## src/design/sq_consts.svh

```systemverilog
// register map, field positions, reset values and timing figures of the converter sequencer
// included by the package and the design file; definitions only
`ifndef SQ_CONSTS_SVH
`define SQ_CONSTS_SVH

`define SQ_AW            6
`define SQ_DW            32
`define SQ_RES_W         12
`define SQ_CH_W          5
`define SQ_NCH           17
`define SQ_TEMP_CH       5'h10
`define SQ_BASE_CH       8
`define SQ_SAMP_W        8
`define SQ_NSAMP         4

`define SQ_A_CTRL        6'h00
`define SQ_A_CFG         6'h01
`define SQ_A_CHEN        6'h02
`define SQ_A_LIMEN       6'h03
`define SQ_A_LOW         6'h04
`define SQ_A_HIGH        6'h05
`define SQ_A_STAT        6'h06
`define SQ_A_RANGE       6'h07
`define SQ_A_SAMP0       6'h08
`define SQ_A_CHSAMP      6'h0c
`define SQ_A_FIFO        6'h0e
`define SQ_A_RES0        6'h10

`define SQ_CTRL_EN       0
`define SQ_CTRL_START    1
`define SQ_CTRL_CONT     2
`define SQ_CTRL_FW       3
`define SQ_CTRL_EXT16    4
`define SQ_CTRL_TEMP     5
`define SQ_CTRL_TSAUTO   6
`define SQ_CTRL_TSOFF    7
`define SQ_CTRL_W        8

`define SQ_CFG_REF_LO    0
`define SQ_CFG_DIV_LO    2
`define SQ_CFG_FWCH_LO   6
`define SQ_CFG_TSAMP_LO  11
`define SQ_CFG_W         13

`define SQ_STAT_BUSY     0
`define SQ_STAT_DONE     1
`define SQ_STAT_FIFOV    2
`define SQ_STAT_LP       3
`define SQ_FIFO_VALID    31
`define SQ_FIFO_CH_LO    16

`define SQ_RST_CTRL      8'h00
`define SQ_RST_CFG       13'h0000
`define SQ_RST_CHEN      16'h00ff
`define SQ_RST_LOW       12'h000
`define SQ_RST_HIGH      12'hfff
`define SQ_RST_SAMP      8'h06
`define SQ_MIN_SAMPLE    8'h06
`define SQ_MSB_MASK      12'h800

`define SQ_SYS_CLK_KHZ   10000
`define SQ_CONV_MAX_KHZ  18000

`endif

```

## src/design/sq_pkg.sv

```systemverilog
// types shared by the converter sequencer design
// relies on sq_consts.svh for widths
`include "sq_consts.svh"

package sq_pkg;

  typedef enum logic [1:0] {
    SQ_IDLE    = 2'b00,
    SQ_SAMPLE  = 2'b01,
    SQ_CONVERT = 2'b10,
    SQ_STORE   = 2'b11
  } sq_state_e;

  typedef struct packed {
    logic [`SQ_CH_W-1:0]  chan;
    logic [`SQ_RES_W-1:0] data;
  } sq_result_s;

  typedef struct packed {
    logic                 found;
    logic [`SQ_CH_W-1:0]  idx;
  } sq_pick_s;

endpackage : sq_pkg

```

## src/design/sq_adc_seq.sv

```systemverilog
// sar converter control: clock budget, reference select, sample-and-hold timing,
// multi-channel sequencer, per-channel results, limit check, result fifo
// assumes a comparator on cmp_in that is valid one conversion tick after dac_code changes,
// and a register master that keeps to one-cycle strobes
//
// Added by the designer: the register offsets and the strobed register port.
`timescale 1ns/1ps
`default_nettype none
`include "sq_consts.svh"

module sq_fifo #(
  parameter int W     = 17,
  parameter int DEPTH = 8
) (
  input  wire logic         sys_clk,
  input  wire logic         rst,
  input  wire logic         in_valid,
  output logic              in_ready,
  input  wire logic [W-1:0] in_data,
  output logic              out_valid,
  input  wire logic         out_ready,
  output logic [W-1:0]      out_data
);
  localparam int PW = $clog2(DEPTH);
  localparam int CW = $clog2(DEPTH + 1);

  logic [W-1:0]  mem_ff [DEPTH];
  logic [PW-1:0] wp_ff;
  logic [PW-1:0] rp_ff;
  logic [CW-1:0] cnt_ff;
  wire           push = in_valid & in_ready;
  wire           pop  = out_valid & out_ready;

  assign in_ready  = (cnt_ff != CW'(DEPTH));
  assign out_valid = (cnt_ff != '0);
  assign out_data  = mem_ff[rp_ff];

  always_ff @(posedge sys_clk or posedge rst) begin
    if (rst) begin
      wp_ff  <= '0;
      rp_ff  <= '0;
      cnt_ff <= '0;
    end else begin
      if (push) wp_ff <= (wp_ff == PW'(DEPTH - 1)) ? '0 : wp_ff + 1'b1;
      if (pop) rp_ff <= (rp_ff == PW'(DEPTH - 1)) ? '0 : rp_ff + 1'b1;
      cnt_ff <= cnt_ff + CW'(push) - CW'(pop);
    end
  end

  // storage needs no reset; reads are gated by out_valid
  always_ff @(posedge sys_clk) begin
    if (push) mem_ff[wp_ff] <= in_data;
  end
endmodule : sq_fifo

// Summary of operation
// RQ1: conversion clock never exceeds 18 MHz
// RQ2: conversion spans at least 18 conversion clocks
// RQ3: reference chooses supply, half, bandgap, external
// RQ4: sample aperture length is software programmable
// RQ5: eight channels, extendable to sixteen
// RQ6: scan steps enabled channels with no gaps
// RQ7: channel chosen by sequencer or by firmware
// RQ8: one result register per channel
// RQ9: each channel applies its own sample time
// RQ10: low/high limits raise out-of-range interrupt
// RQ11: out-of-range flagged right at conversion end; here set when the result enters the fifo, so a full fifo delays it
// RQ12: temperature sensor converts like any channel
// RQ13: low-power modes stop converter and sequencer
// RQ14: sequencer drives the analog input switches
// RQ15: temperature sensor bias can be switched off
// RQ16: range flags sticky, per-channel limit enables
// RQ17: scan end signals done, then stop/restart
module sq_adc_seq
  import sq_pkg::*;
#(
  parameter int FIFO_DEPTH = 8
) (
  input  wire logic                 sys_clk,
  input  wire logic                 rst,
  input  wire logic [`SQ_AW-1:0]    reg_addr,
  input  wire logic [`SQ_DW-1:0]    reg_wdata,
  input  wire logic                 reg_wr,
  input  wire logic                 reg_rd,
  output logic [`SQ_DW-1:0]         reg_rdata,
  input  wire logic                 lp_mode,
  input  wire logic                 cmp_in,
  output logic [`SQ_NCH-1:0]        sw_sel,
  output logic                      sh_sample,
  output logic [`SQ_RES_W-1:0]      dac_code,
  output logic [1:0]                ref_sel,
  output logic                      ts_bias_en,
  output logic                      range_irq,
  output logic                      scan_done,
  output logic                      busy
);
  localparam int DIV_MIN = (`SQ_SYS_CLK_KHZ + `SQ_CONV_MAX_KHZ - 1) / `SQ_CONV_MAX_KHZ;
  localparam int RW      = $bits(sq_result_s);

  // software registers
  logic [`SQ_CTRL_W-1:0]     ctrl_ff;
  logic [`SQ_CFG_W-1:0]      cfg_ff;
  logic [15:0]               chen_ff;
  logic [`SQ_NCH-1:0]        limen_ff;
  logic [`SQ_RES_W-1:0]      low_ff;
  logic [`SQ_RES_W-1:0]      high_ff;
  logic [`SQ_SAMP_W-1:0]     samp_ff [`SQ_NSAMP];
  logic [31:0]               chsamp_ff;
  // sequencer and converter state
  sq_state_e                 state_ff;
  logic [`SQ_CH_W-1:0]       chan_ff;
  logic [`SQ_SAMP_W-1:0]     cnt_ff;
  logic [`SQ_RES_W-1:0]      mask_ff;
  logic [`SQ_RES_W-1:0]      dac_ff;
  logic [`SQ_RES_W-1:0]      conv_ff;
  logic [`SQ_RES_W-1:0]      res_ff [`SQ_NCH];
  logic [`SQ_NCH-1:0]        range_ff;
  logic                      done_ff;
  logic                      done_pulse_ff;
  logic [3:0]                div_ff;
  logic [`SQ_NCH-1:0]        sw_ff;
  logic                      ts_ff;
  logic [`SQ_DW-1:0]         rdata_ff;

  // bus decode
  wire wr_ctrl   = reg_wr & (reg_addr == `SQ_A_CTRL);
  wire wr_cfg    = reg_wr & (reg_addr == `SQ_A_CFG);
  wire wr_chen   = reg_wr & (reg_addr == `SQ_A_CHEN);
  wire wr_limen  = reg_wr & (reg_addr == `SQ_A_LIMEN);
  wire wr_low    = reg_wr & (reg_addr == `SQ_A_LOW);
  wire wr_high   = reg_wr & (reg_addr == `SQ_A_HIGH);
  wire wr_stat   = reg_wr & (reg_addr == `SQ_A_STAT);
  wire wr_range  = reg_wr & (reg_addr == `SQ_A_RANGE);
  wire wr_chsamp = reg_wr & (reg_addr == `SQ_A_CHSAMP);
  wire rd_fifo   = reg_rd & (reg_addr == `SQ_A_FIFO);
  wire [`SQ_AW-1:0] res_off = reg_addr - `SQ_A_RES0;
  wire              res_hit = (reg_addr >= `SQ_A_RES0) && (res_off < `SQ_AW'(`SQ_NCH));

  // control fields as of this cycle, so a start write sees the enable and mode it carries
  wire [`SQ_CTRL_W-1:0] ctrl_now = wr_ctrl ? reg_wdata[`SQ_CTRL_W-1:0] : ctrl_ff;
  wire       en       = ctrl_now[`SQ_CTRL_EN];
  wire       cont     = ctrl_now[`SQ_CTRL_CONT];
  wire       fw_mode  = ctrl_now[`SQ_CTRL_FW];
  wire       ext16    = ctrl_now[`SQ_CTRL_EXT16];
  wire       temp_en  = ctrl_now[`SQ_CTRL_TEMP];
  wire       ts_auto  = ctrl_now[`SQ_CTRL_TSAUTO];
  wire       ts_off   = ctrl_now[`SQ_CTRL_TSOFF];
  wire       start    = wr_ctrl & reg_wdata[`SQ_CTRL_START] & reg_wdata[`SQ_CTRL_EN];
  wire [3:0] div_sel  = cfg_ff[`SQ_CFG_DIV_LO +: 4];
  wire [`SQ_CH_W-1:0] fw_ch = cfg_ff[`SQ_CFG_FWCH_LO +: `SQ_CH_W];
  wire [1:0] tsamp    = cfg_ff[`SQ_CFG_TSAMP_LO +: 2];
  // low-power modes take the fast clock away, so the sequencer and converter idle
  wire       run      = en & ~lp_mode; // [RQ13]

  // conversion clock: sys_clk divided by div_sel+1, never above the 18 MHz bound
  wire [3:0] div_top  = (div_sel < 4'(DIV_MIN - 1)) ? 4'(DIV_MIN - 1) : div_sel; // [RQ1]
  wire       tick     = run & (div_ff == div_top); // [RQ1]

  // channels taking part in a scan; upper eight only with the extension bit
  wire [`SQ_NCH-1:0] avail = {temp_en, ext16 ? chen_ff[15:8] : 8'h00, chen_ff[7:0]}; // [RQ5] [RQ12]

  function automatic sq_pick_s pick(input logic [`SQ_NCH-1:0] m, input logic [5:0] from);
    sq_pick_s r;
    r = '0;
    for (int i = `SQ_NCH - 1; i >= 0; i--) begin
      if (m[i] && (6'(i) >= from)) begin
        r.found = 1'b1;
        r.idx   = `SQ_CH_W'(i);
      end
    end
    return r;
  endfunction : pick

  wire sq_pick_s first_ch = pick(avail, 6'h00);
  wire sq_pick_s next_ch  = pick(avail, 6'({1'b0, chan_ff}) + 6'h01); // [RQ6]
  wire [`SQ_CH_W-1:0] fw_sel = (fw_ch < `SQ_CH_W'(`SQ_NCH)) ? fw_ch : `SQ_TEMP_CH; // [RQ7]

  // sample length for a channel: its own selector picks one of four programmable times
  function automatic logic [`SQ_SAMP_W-1:0] samp_len(input logic [`SQ_CH_W-1:0] ch);
    logic [1:0]              s;
    logic [`SQ_SAMP_W-1:0]   v;
    s = (ch == `SQ_TEMP_CH) ? tsamp : chsamp_ff[{ch[3:0], 1'b0} +: 2]; // [RQ9]
    v = samp_ff[s]; // [RQ4]
    // short apertures are stretched so sample + 12 bit steps >= 18 ticks
    return (v < `SQ_MIN_SAMPLE) ? `SQ_MIN_SAMPLE : v; // [RQ2]
  endfunction : samp_len

  // result fifo: a full fifo stalls the sequencer in the store state
  sq_result_s fifo_in;
  sq_result_s fifo_out;
  logic       fifo_in_ready;
  logic       fifo_out_valid;
  wire        storing    = (state_ff == SQ_STORE);
  wire        store_fire = storing & fifo_in_ready & run;
  assign fifo_in = '{chan: chan_ff, data: conv_ff};

  sq_fifo #(
    .W     (RW),
    .DEPTH (FIFO_DEPTH)
  ) u_fifo (
    .sys_clk   (sys_clk),
    .rst       (rst),
    .in_valid  (store_fire),
    .in_ready  (fifo_in_ready),
    .in_data   (fifo_in),
    .out_valid (fifo_out_valid),
    .out_ready (rd_fifo),
    .out_data  (fifo_out)
  );

  // limit check on the finished result
  wire out_of_range = (conv_ff < low_ff) || (conv_ff > high_ff); // [RQ10]
  wire [`SQ_NCH-1:0] range_set = (store_fire & out_of_range & limen_ff[chan_ff])
                                 ? (`SQ_NCH'(1) << chan_ff) : '0; // [RQ11] [RQ16]
  wire [`SQ_NCH-1:0] range_clr = wr_range ? reg_wdata[`SQ_NCH-1:0] : '0;
  wire               scan_end  = store_fire & (fw_mode | ~next_ch.found);
  wire               done_clr  = wr_stat & reg_wdata[`SQ_STAT_DONE];

  // successive approximation step
  wire [`SQ_RES_W-1:0] sar_base = cmp_in ? dac_ff : (dac_ff & ~mask_ff);

  // next state
  sq_state_e           nxt_state;
  logic [`SQ_CH_W-1:0] nxt_chan;
  always_comb begin
    nxt_state = state_ff;
    nxt_chan  = chan_ff;
    if (!run) begin
      nxt_state = SQ_IDLE;
    end else begin
      unique case (state_ff)
        SQ_IDLE: begin
          if (start && fw_mode) begin
            nxt_state = SQ_SAMPLE; // [RQ7]
            nxt_chan  = fw_sel;
          end else if (start && first_ch.found) begin
            nxt_state = SQ_SAMPLE;
            nxt_chan  = first_ch.idx;
          end
        end
        SQ_SAMPLE: begin
          if (tick && cnt_ff == `SQ_SAMP_W'(1)) nxt_state = SQ_CONVERT;
        end
        SQ_CONVERT: begin
          if (tick && mask_ff[0]) nxt_state = SQ_STORE;
        end
        SQ_STORE: begin
          if (fifo_in_ready) begin
            // the next channel samples right away: no switching gap
            if (fw_mode) begin
              nxt_state = cont ? SQ_SAMPLE : SQ_IDLE; // [RQ7] [RQ17]
              nxt_chan  = fw_sel;
            end else if (next_ch.found) begin
              nxt_state = SQ_SAMPLE; // [RQ6]
              nxt_chan  = next_ch.idx;
            end else if (cont && first_ch.found) begin
              nxt_state = SQ_SAMPLE; // [RQ17]
              nxt_chan  = first_ch.idx;
            end else begin
              nxt_state = SQ_IDLE; // [RQ17]
            end
          end
        end
      endcase
    end
  end

  wire entering_sample = (nxt_state == SQ_SAMPLE) && (state_ff != SQ_SAMPLE);
  wire [`SQ_NCH-1:0] nxt_sw = (nxt_state != SQ_IDLE) ? (`SQ_NCH'(1) << nxt_chan) : '0;
  wire nxt_ts = ~ts_off & (~ts_auto | ((nxt_state != SQ_IDLE) && nxt_chan == `SQ_TEMP_CH));

  always_ff @(posedge sys_clk or posedge rst) begin
    if (rst) begin
      state_ff <= SQ_IDLE;
      chan_ff  <= '0;
      sw_ff    <= '0;
      ts_ff    <= 1'b0;
    end else begin
      state_ff <= nxt_state;
      chan_ff  <= nxt_chan;
      sw_ff    <= nxt_sw; // [RQ14]
      ts_ff    <= nxt_ts; // [RQ15]
    end
  end

  always_ff @(posedge sys_clk or posedge rst) begin
    if (rst) begin
      div_ff <= '0;
    end else if (!run || entering_sample || tick) begin
      div_ff <= '0;
    end else begin
      div_ff <= div_ff + 4'h1;
    end
  end

  // aperture counter and sar registers
  always_ff @(posedge sys_clk or posedge rst) begin
    if (rst) begin
      cnt_ff  <= '0;
      mask_ff <= '0;
      dac_ff  <= '0;
      conv_ff <= '0;
    end else if (entering_sample) begin
      cnt_ff <= samp_len(nxt_chan); // [RQ9]
    end else if (tick && state_ff == SQ_SAMPLE) begin
      cnt_ff  <= cnt_ff - `SQ_SAMP_W'(1);
      mask_ff <= `SQ_MSB_MASK;
      dac_ff  <= `SQ_MSB_MASK;
    end else if (tick && state_ff == SQ_CONVERT) begin
      mask_ff <= mask_ff >> 1;
      dac_ff  <= sar_base | (mask_ff >> 1);
      if (mask_ff[0]) conv_ff <= sar_base; // [RQ2]
    end
  end

  // one result register per channel
  for (genvar g = 0; g < `SQ_NCH; g++) begin : g_res
    always_ff @(posedge sys_clk or posedge rst) begin
      if (rst) begin
        res_ff[g] <= '0;
      end else if (store_fire && chan_ff == `SQ_CH_W'(g)) begin
        res_ff[g] <= conv_ff; // [RQ8]
      end
    end
  end

  // sticky flags: a hardware set in the clearing cycle survives
  always_ff @(posedge sys_clk or posedge rst) begin
    if (rst) begin
      range_ff      <= '0;
      done_ff       <= 1'b0;
      done_pulse_ff <= 1'b0;
    end else begin
      range_ff      <= (range_ff & ~range_clr) | range_set; // [RQ16]
      done_ff       <= (done_ff & ~done_clr) | scan_end; // [RQ17]
      done_pulse_ff <= scan_end; // [RQ17]
    end
  end

  // software registers; start is a write-only pulse and is not stored
  always_ff @(posedge sys_clk or posedge rst) begin
    if (rst) begin
      ctrl_ff   <= `SQ_RST_CTRL;
      cfg_ff    <= `SQ_RST_CFG;
      chen_ff   <= `SQ_RST_CHEN;
      limen_ff  <= '0;
      low_ff    <= `SQ_RST_LOW;
      high_ff   <= `SQ_RST_HIGH;
      chsamp_ff <= '0;
    end else begin
      if (wr_ctrl) ctrl_ff <= reg_wdata[`SQ_CTRL_W-1:0] & ~(`SQ_CTRL_W'(1) << `SQ_CTRL_START);
      if (wr_cfg) cfg_ff <= reg_wdata[`SQ_CFG_W-1:0]; // [RQ3]
      if (wr_chen) chen_ff <= reg_wdata[15:0]; // [RQ5]
      if (wr_limen) limen_ff <= reg_wdata[`SQ_NCH-1:0]; // [RQ16]
      if (wr_low) low_ff <= reg_wdata[`SQ_RES_W-1:0]; // [RQ10]
      if (wr_high) high_ff <= reg_wdata[`SQ_RES_W-1:0]; // [RQ10]
      if (wr_chsamp) chsamp_ff <= reg_wdata; // [RQ9]
    end
  end

  for (genvar s = 0; s < `SQ_NSAMP; s++) begin : g_samp
    always_ff @(posedge sys_clk or posedge rst) begin
      if (rst) begin
        samp_ff[s] <= `SQ_RST_SAMP;
      end else if (reg_wr && reg_addr == `SQ_A_SAMP0 + `SQ_AW'(s)) begin
        samp_ff[s] <= reg_wdata[`SQ_SAMP_W-1:0]; // [RQ4]
      end
    end
  end
  // read mux; unmapped addresses answer zero
  logic [`SQ_DW-1:0] rd_mux;
  always_comb begin
    rd_mux = '0;
    if (res_hit) begin
      rd_mux = `SQ_DW'(res_ff[res_off[`SQ_CH_W-1:0]]); // [RQ8]
    end else begin
      case (reg_addr)
        `SQ_A_CTRL:   rd_mux = `SQ_DW'(ctrl_ff);
        `SQ_A_CFG:    rd_mux = `SQ_DW'(cfg_ff);
        `SQ_A_CHEN:   rd_mux = `SQ_DW'(chen_ff);
        `SQ_A_LIMEN:  rd_mux = `SQ_DW'(limen_ff);
        `SQ_A_LOW:    rd_mux = `SQ_DW'(low_ff);
        `SQ_A_HIGH:   rd_mux = `SQ_DW'(high_ff);
        `SQ_A_STAT:   rd_mux = `SQ_DW'({lp_mode, fifo_out_valid, done_ff, busy});
        `SQ_A_RANGE:  rd_mux = `SQ_DW'(range_ff);
        `SQ_A_CHSAMP: rd_mux = chsamp_ff;
        `SQ_A_FIFO: begin
          rd_mux[`SQ_FIFO_VALID]                   = fifo_out_valid;
          rd_mux[`SQ_FIFO_CH_LO +: `SQ_CH_W]       = fifo_out_valid ? fifo_out.chan : '0;
          rd_mux[`SQ_RES_W-1:0]                    = fifo_out_valid ? fifo_out.data : '0;
        end
        default: begin
          if (reg_addr >= `SQ_A_SAMP0 && reg_addr < `SQ_A_SAMP0 + `SQ_AW'(`SQ_NSAMP)) begin
            rd_mux = `SQ_DW'(samp_ff[reg_addr[1:0]]);
          end
        end
      endcase
    end
  end

  always_ff @(posedge sys_clk or posedge rst) begin
    if (rst) begin
      rdata_ff <= '0;
    end else begin
      rdata_ff <= reg_rd ? rd_mux : '0;
    end
  end

  assign reg_rdata  = rdata_ff;
  assign sw_sel     = sw_ff; // [RQ14]
  assign sh_sample  = (state_ff == SQ_SAMPLE); // [RQ4]
  assign dac_code   = dac_ff;
  assign ref_sel    = cfg_ff[`SQ_CFG_REF_LO +: 2]; // [RQ3]
  assign ts_bias_en = ts_ff; // [RQ15]
  assign range_irq  = |range_ff; // [RQ10]
  assign scan_done  = done_pulse_ff;
  assign busy       = (state_ff != SQ_IDLE);

endmodule : sq_adc_seq
`default_nettype wire

```

## config.mk

```make
export PLATFORM = sky130hd
export DESIGN_NAME = sq_adc_seq
export DESIGN_NICKNAME = d
export VERILOG_FILES = /design/src/design/sq_pkg.sv /design/src/design/sq_adc_seq.sv
export VERILOG_INCLUDE_DIRS = /design/src /design/src/design
export SDC_FILE = /design/constraint.sdc
export NUM_CORES = 1
export LEC_CHECK = 0
export BUFFER_PORTS_ARGS = -buffer_cell sky130_fd_sc_hd__buf_4
export CORE_UTILIZATION = 56
export DETAILED_ROUTE_END_ITERATION = 7
export GPL_TIMING_DRIVEN = 0
export PLACE_DENSITY = 0.77
export SKIP_CTS_REPAIR_TIMING = 1
export SYNTH_ARGS = -nofsm -noshare
export SYNTH_HDL_FRONTEND = slang
export SYNTH_SLANG_ARGS = --single-unit
```

## constraint.sdc

```tcl
create_clock -name sys_clk -period 13.7 [get_ports sys_clk]
set_input_delay 0.685 -clock sys_clk [delete_from_list [all_inputs] [get_ports sys_clk]]
set_output_delay 0.685 -clock sys_clk [all_outputs]
set_load 0.03 [all_outputs]
```

Word-level counts from Yosys, hierarchy flattened
Memories as Yosys holds them, arrays and structs flattened.
Index checks and enable logic that the tools add are counted.

word-level totals
  flip-flop bits (word level) = 479
  memory bits (writable) = 136
  input port bits = 44
  word-level logic and storage cells = 332
  memories kept = 1

memories
  name           words  bits a word  read ports  clocked after Yosys merged registers in  wr ports  line              text
  u_fifo.mem_ff  8      17           1           0                                        1         sq_adc_seq.sv:27  logic [W-1:0] mem_ff [DEPTH];

operators by class
  $add $sub $neg = 8
  $lt $le $gt $ge = 30
  equality and inequality tests = 40
  shifts and indexed selects = 3
  multiplexer cells = 95
  bitwise gates (word level) = 43
  reductions and logical operators = 68

operator list
  kind                  number
  $mux 6                34
  $pmux 12 s10          1
  $mux 12               8
  $mux 8                10
  $mux 32               2
  $bmux 12 s5           1
  $mux 17               3
  $logic_and 1x1->1     49
  $ge 4x6->1 const A    8
  $mux 5                9
  $eq 5x4->1 const B    8
  $eq 6x4->1 const B    6
  $shl 1x5->17 const A  2
  $bmux 8 s2            2
  $shiftx 32x6->2       1
  $pmux 5 s5            1
  $and 1x1->1           24
  $eq 6x3->1 const B    4
  $ge 3x6->1 const A    4
  $pmux 4 s6            1
  $eq 5x3->1 const B    4
  $pmux 10 s2           1
  $and 17x17->17        1
  $not 17->17           1
  64 further kinds      102

Longest topological paths before layout
  word-level depth = 36
  mapped depth = 22
  mapped depth without buffers = 18

Cells and area by module
From an unflattened synthesis, not the netlist that was laid out.

second synthesis, totals
  cell total of the unflattened synthesis = 2260
  area, all modules = 29837.4 um^2

by module, submodules not included
  module      instances  cells each  area each (um^2)  sequential area each (um^2)
  sq_adc_seq  1          2004        23975.5           11771.3
  sq_fifo     1          256         5861.9            4334.2

Worst setup path after synthesis
Ideal clock, no wire load.

  path kind = register -> register
  start point = reg chan_ff[3]
  end point = reg cnt_ff[0]
  arrival time = 5.328 ns
  data required time = 13.577 ns
  path slack = 8.249 ns
  cell stages (with the launch flop) = 20
  clock period less this slack = 5.451 ns
  path through = dfrtp_1 > buf_6 > clkbuf_1 > buf_1 > and3_1 > ha_1 > and3b_1 > mux2_2 > o311ai_2 > a41o_1 > a21oi_4 > o21ai_4 > inv_6 > mux2i_1 > a221o_1 > a211oi_4 > buf_6 > a32oi_1 > or4_4 > o221a_1

between the ends
  word-level cells in the longest chain between the ends = 34

RTL lines
  element                                        line               text
  start: declaration                             sq_adc_seq.sv:111  logic [`SQ_CH_W-1:0] chan_ff;
  start signal: assignment                       sq_adc_seq.sv:280  chan_ff <= nxt_chan;
  $add 5x1->6                                    sq_adc_seq.sv:175  wire sq_pick_s next_ch = pick(avail, 6'({1'b0, chan_ff}) + 6'h01);
  $ge 5x6->1                                     sq_adc_seq.sv:166  if (m[i] && (6'(i) >= from)) begin
  $logic_and 1x1->1                              sq_adc_seq.sv:166
  $mux 6 (17 in a row)                           sq_adc_seq.sv:166
  $mux 5                                         sq_adc_seq.sv:253  end else if (next_ch.found) begin
  $mux 5                                         sq_adc_seq.sv:250  if (fw_mode) begin
  $mux 5                                         sq_adc_seq.sv:248  if (fifo_in_ready) begin
  $pmux 5 s2                                     sq_adc_seq.sv:231  unique case (state_ff)
  $mux 5                                         sq_adc_seq.sv:228  if (!run) begin
  $shiftx 32x6->2 or $eq 5x5->1 (tied branches)  --
  $mux 2                                         sq_adc_seq.sv:182  s = (ch == `SQ_TEMP_CH) ? tsamp : chsamp_ff[{ch[3:0], 1'b0} +: 2];
  $not 2->3 (implied by the code)                sq_adc_seq.sv:183  v = samp_ff[s];
  $bmux 8 s2                                     sq_adc_seq.sv:183
  $mux 8 (implied by the code) (2 in a row)      sq_adc_seq.sv:183
  $lt 8x3->1 (no line)                           --
  $mux 8                                         sq_adc_seq.sv:185  return (v < `SQ_MIN_SAMPLE) ? `SQ_MIN_SAMPLE : v;
  $mux 8                                         sq_adc_seq.sv:303  end else if (entering_sample) begin
  end signal: assignment                         sq_adc_seq.sv:304  cnt_ff <= samp_len(nxt_chan);
  end signal: assignment                         sq_adc_seq.sv:306  cnt_ff <= cnt_ff - `SQ_SAMP_W'(1);
  end: declaration                               sq_adc_seq.sv:112  logic [`SQ_SAMP_W-1:0] cnt_ff;

Parallel ways exist; a longest one is shown, timed or not. The select of a mux whose other input is x is not followed.
A chain may end at the register's enable or synchronous reset.

Worst setup path in the final report
  start point = reg chan_ff[3]
  end point = reg cnt_ff[0]

between the ends
  word-level cells in the longest chain between the ends = 34

RTL lines
  element                                        line               text
  $add 5x1->6 *                                  sq_adc_seq.sv:175
  $ge 5x6->1                                     sq_adc_seq.sv:166
  $logic_and 1x1->1                              sq_adc_seq.sv:166
  $mux 6 (16 in a row)                           sq_adc_seq.sv:166
  $mux 6 *                                       sq_adc_seq.sv:166
  $mux 5 *                                       sq_adc_seq.sv:253
  $mux 5 *                                       sq_adc_seq.sv:250
  $mux 5 *                                       sq_adc_seq.sv:248
  [2 not listed]                                 --
  via nxt_chan[2]                                sq_adc_seq.sv:224  logic [`SQ_CH_W-1:0] nxt_chan;
  $shiftx 32x6->2 or $eq 5x5->1 (tied branches)  --
  $mux 2 *                                       sq_adc_seq.sv:182
  $not 2->3 (implied by the code) *              sq_adc_seq.sv:183
  $bmux 8 s2 *                                   sq_adc_seq.sv:183
  $mux 8 (implied by the code) * (2 in a row)    sq_adc_seq.sv:183
  $lt 8x3->1 (no line)                           --
  $mux 8 *                                       sq_adc_seq.sv:185
  $mux 8 *                                       sq_adc_seq.sv:303

The timed path passes the listed nets; every way through them passes the cells marked *. The select of a mux whose other input is x is not followed.

==> flow_summary.toml <==
[run_status]
run_status = "finished clean"

[clock_tree]
clk_pin_slew_worst_paths_ns = 0.06
tritoncts = "yes"
clockBufferDepth = 3
cts.sink_count = 615
clock_insertion_delay_worst_skew_ns = 0.64
cts.htree.levels = 2
ctsRootBufferMaster = "clkbuf_16"
cts-buffers-inserted = 61

[critical_path]
setup.worst_path.end_class = "flip-flop"
crit_path_max_fanout = 10
crit_chain = "buf_6, clkbuf_1, buf_1, and3_1, ha_1, and3b_1, mux2i_2, o32ai_1, or2_2, nor4b_1, a211oi_1, o21ai_0, clkbuf_1, o21ai_0, a2bb2oi_1, and4_1, a311oi_1, a32oi_1, or4_4, o221a_1"
required_ns = 14.22
worstRegToRegCells = 20
worst_ep_arrival_time_ns = 8.08
critPathKind = "flip-flop to flip-flop"
crit_path_top_delay_cell = "a311oi_1"
start_kind = "flip-flop"
critical_path.max_stage_delay_ns = 0.69

[global_routing]
grtUsageTotal_pct = 33.4
groute.layer.met3.usage_pct = 7.08
grt-busiest-layer = "met2"
grt_antenna_before_repair = 0
grt_first_pass_wirelength_um = 133000
met1_usage_grt_pct = 42.9
grt_max_degree = 47
grt-ovfl-total = 0
grt_util_met2_pct = 53.4
grt_pass1_vias = 22100

[placement]
place_congestion = 1.04
placement.setup.worst_slack_ns = 6.40
hpwlAfterDp_um = 64100
port-buffer-count = 107
dpl_cell_area_mm2 = 0.0313

[power_and_ir_drop]
power_density_mw_per_mm2 = 128
vdd_drop_max_mv = 0.101
power_uw = 4280
power.static_leakage_uw = 0.0138

[detailed_routing]
drt_first_iter_violations = 2407
drcViolationCount = 0
wirelength_um = 87900
first_pass_iters = 6
vias = 22200
vias_per_cell = 6.55
routed_wire_length_per_instance_um = 25.9
postRouteAntennaNets = 0

[cells_and_area]
layout.nets = 2748
post_route_cells_drive_above_1_share_pct = 21.7
finish.instance_area_mm2 = 0.0333
area_growth_pct = 14.3
num_antenna_cells = 0

[yosys]
area_of_the_mapped_netlist_mm2 = 0.0292
synthArstFlopShare_pct = 77.9
postSynthAreaPerCell_um2 = 11.9
synth-seq-cells = 615
synth.net_count = 2551
synth.lib_cells_used.distinct = 105
synth-edff-count = 136
synthCells = 2458
synth.yosys.warnings = 0
synth_seq_area_share_pct = 55.2
synthFlopType = "dfrtp_1"

[floorplanning]
initial_utilization_pct = 56.7
cell_row_count = 83
number_of_primary_i_o_pins = 112
placeableCoreArea_mm2 = 0.0514
die_height_um = 230
die_w_um = 230
dieArea_mm2 = 0.0530

[sta]
setup_viol_count_final = 0
holdWs_ns = 0.176
timing.final.crit_period_ns = 7.56
totalNegativeSetupSlack_ns = 0
pins_over_their_slew_limit = 0
report.final.hold_viol_count = 0
final.setup_skew_ns = 0.0193
worst_slew_pin_slew_ns = 1.16
max_freq_ghz = 0.132
timing.slew.headroom_pct = 22.8
final.setup.worst_slack_ns = 6.14
unrepaired_setup_endpoints_after_global_routing = "no"
period_share_pct = 55.2

[flow_run]
drv_cap = 0

[min_path]
worstHoldPathType = "input port to asynchronous set/reset pin"
## flip-flops by register name, summed over array words and instances (netlist names), 13 cells and up
signal and flops:
res_ff 204, u_fifo.mem_ff 136, chsamp_ff 32, reg_rdata 32, samp_ff 32, limen_ff 17
range_ff 17, sw_sel 17, chen_ff 16, cfg_ff 13
## placed cells by master, fill, tap and decap left out, drive strengths merged, types with 15 or more instances in the layout
cell    synthesis  layout
o21ai         282     282
o211ai         16      16
mux4          102     102
o22ai          18      18
nand3          38      38
edfxtp        136     136
mux2          157     157
nor3           25      25
a22oi          34      34
mux2i          57      57
a22o           19      19
nand2b         15      15
and2           28      28
inv            92      95
a21o           22      22
dfstp          28      28
a21oi          67      67
nand4          22      22
nor2           91      91
nand2         344     344
clkbuf        113     205
ha             48      48
dfrtp         451     451
buf            35     169
## synthesized netlist by cell type, types with 6 or more instances
| master | n | share of area, % |
|---|---|---|
| dfrtp_1 | 451 | 39 |
| a31oi_1 | 11 | 0.24 |
| nand3_1 | 38 | 0.65 |
| o22ai_1 | 17 | 0.36 |
| mux2_2 | 157 | 6.1 |
| o2111ai_1 | 11 | 0.33 |
| o31ai_1 | 9 | 0.23 |
| o21ai_0 | 275 | 4.7 |
| buf_1 | 19 | 0.24 |
| nand4_1 | 22 | 0.47 |
| and3_1 | 13 | 0.28 |
| or2_2 | 10 | 0.21 |
| mux2i_1 | 56 | 1.9 |
| edfxtp_1 | 136 | 14 |
| ha_1 | 48 | 2.1 |
| buf_4 | 6 | 0.15 |
| nor3_1 | 24 | 0.41 |
| clkbuf_1 | 113 | 1.5 |
| nor2b_1 | 9 | 0.19 |
| a22oi_1 | 33 | 0.85 |
| xnor2_1 | 12 | 0.36 |
| inv_1 | 91 | 1.2 |
| nand2b_1 | 15 | 0.32 |
| dfstp_2 | 28 | 2.5 |
| a21oi_1 | 65 | 1.1 |
| a21o_1 | 22 | 0.57 |
| a21boi_0 | 6 | 0.15 |
| a22o_1 | 19 | 0.57 |
| nand2_1 | 344 | 4.4 |
| a221oi_1 | 9 | 0.27 |
| o211ai_1 | 15 | 0.39 |
| nor4_1 | 12 | 0.26 |
| and2_1 | 27 | 0.58 |
| nor2_1 | 88 | 1.1 |
| mux4_2 | 102 | 7.9 |
## layout make-up
| type | instances | area (µm²) |
|---|---|---|
| well taps | 680 | 851 |
| multi-input cells | 1601 | 12100 |
| clock inverters | 22 | 265 |
| repair buffers | 134 | 1220 |
| flip-flops and latches | 615 | 16100 |
| fillers | 3778 | 18100 |
| inverters | 94 | 362 |
| plain buffers | 148 | 622 |
| clock buffers | 92 | 1780 |
## logic make-up after synthesis
| family | synth area share, % |
|---|---|
| compound gates | 12.7 |
| xor+xnor | 0.511 |
| fa+ha+maj | 2.13 |
| buf+inv | 3.36 |
| flops | 55.2 |
| mux | 15.9 |
| simple gates | 10.2 |
## metal layers
layer,vias up,wire length [µm]
met5,-,0
met4,0,5160
met3,295,8230
met2,1271,41400
met1,11200,33100
li1,9405,-
## critical path, delay by kind of cell (launching register included)
kind / cells / cell delay [ns]
and+or+nand+nor: 6 / 1.96
buffers and inverters: 4 / 1.65
muxes: 1 / 0.46
AOI/OAI and AO/OA: 8 / 2.40
adders and majority gates: 1 / 0.32
DFF: 1 / 0.60
## final timing paths
path / start / end / slack [ns]
min in group sys_clk: reg_wdata[18] / chsamp_ff[18]$_DFFE_PP0P_ / 0.28
worst max register to register: chan_ff[3]$_DFF_PP0_ / cnt_ff[0]$_DFFE_PP0N_ / 6.14
worst max-delay path: chan_ff[3]$_DFF_PP0_ / cnt_ff[0]$_DFFE_PP0N_ / 6.14
worst min-delay path: rst / res_ff[177]$_DFFE_PP0P_ / 0.18
max in group asynchronous: rst / samp_ff[25]$_DFFE_PP1P_ / 11.78
worst min register to register: res_ff[123]$_DFFE_PP0P_ / res_ff[123]$_DFFE_PP0P_ / 0.48
## power breakdown
part	switching [µW]	internal [µW]	total, µW
logic	335	210	545
registers	79.5	1940	2020
clock network	718	992	1710
## stage by stage
| step | utilization, % | instances |
|---|---|---|
| final | 64.8 | 3386 |
| after floorplan | - | 2458 |
| after detailed placement | 60.8 | 3272 |
| after CTS | 64.8 | 3386 |
| after global routing | 64.8 | 3386 |
| after global placement | 59.9 | 3245 |
No activity file was read; power rests on OpenSTA's default activity.
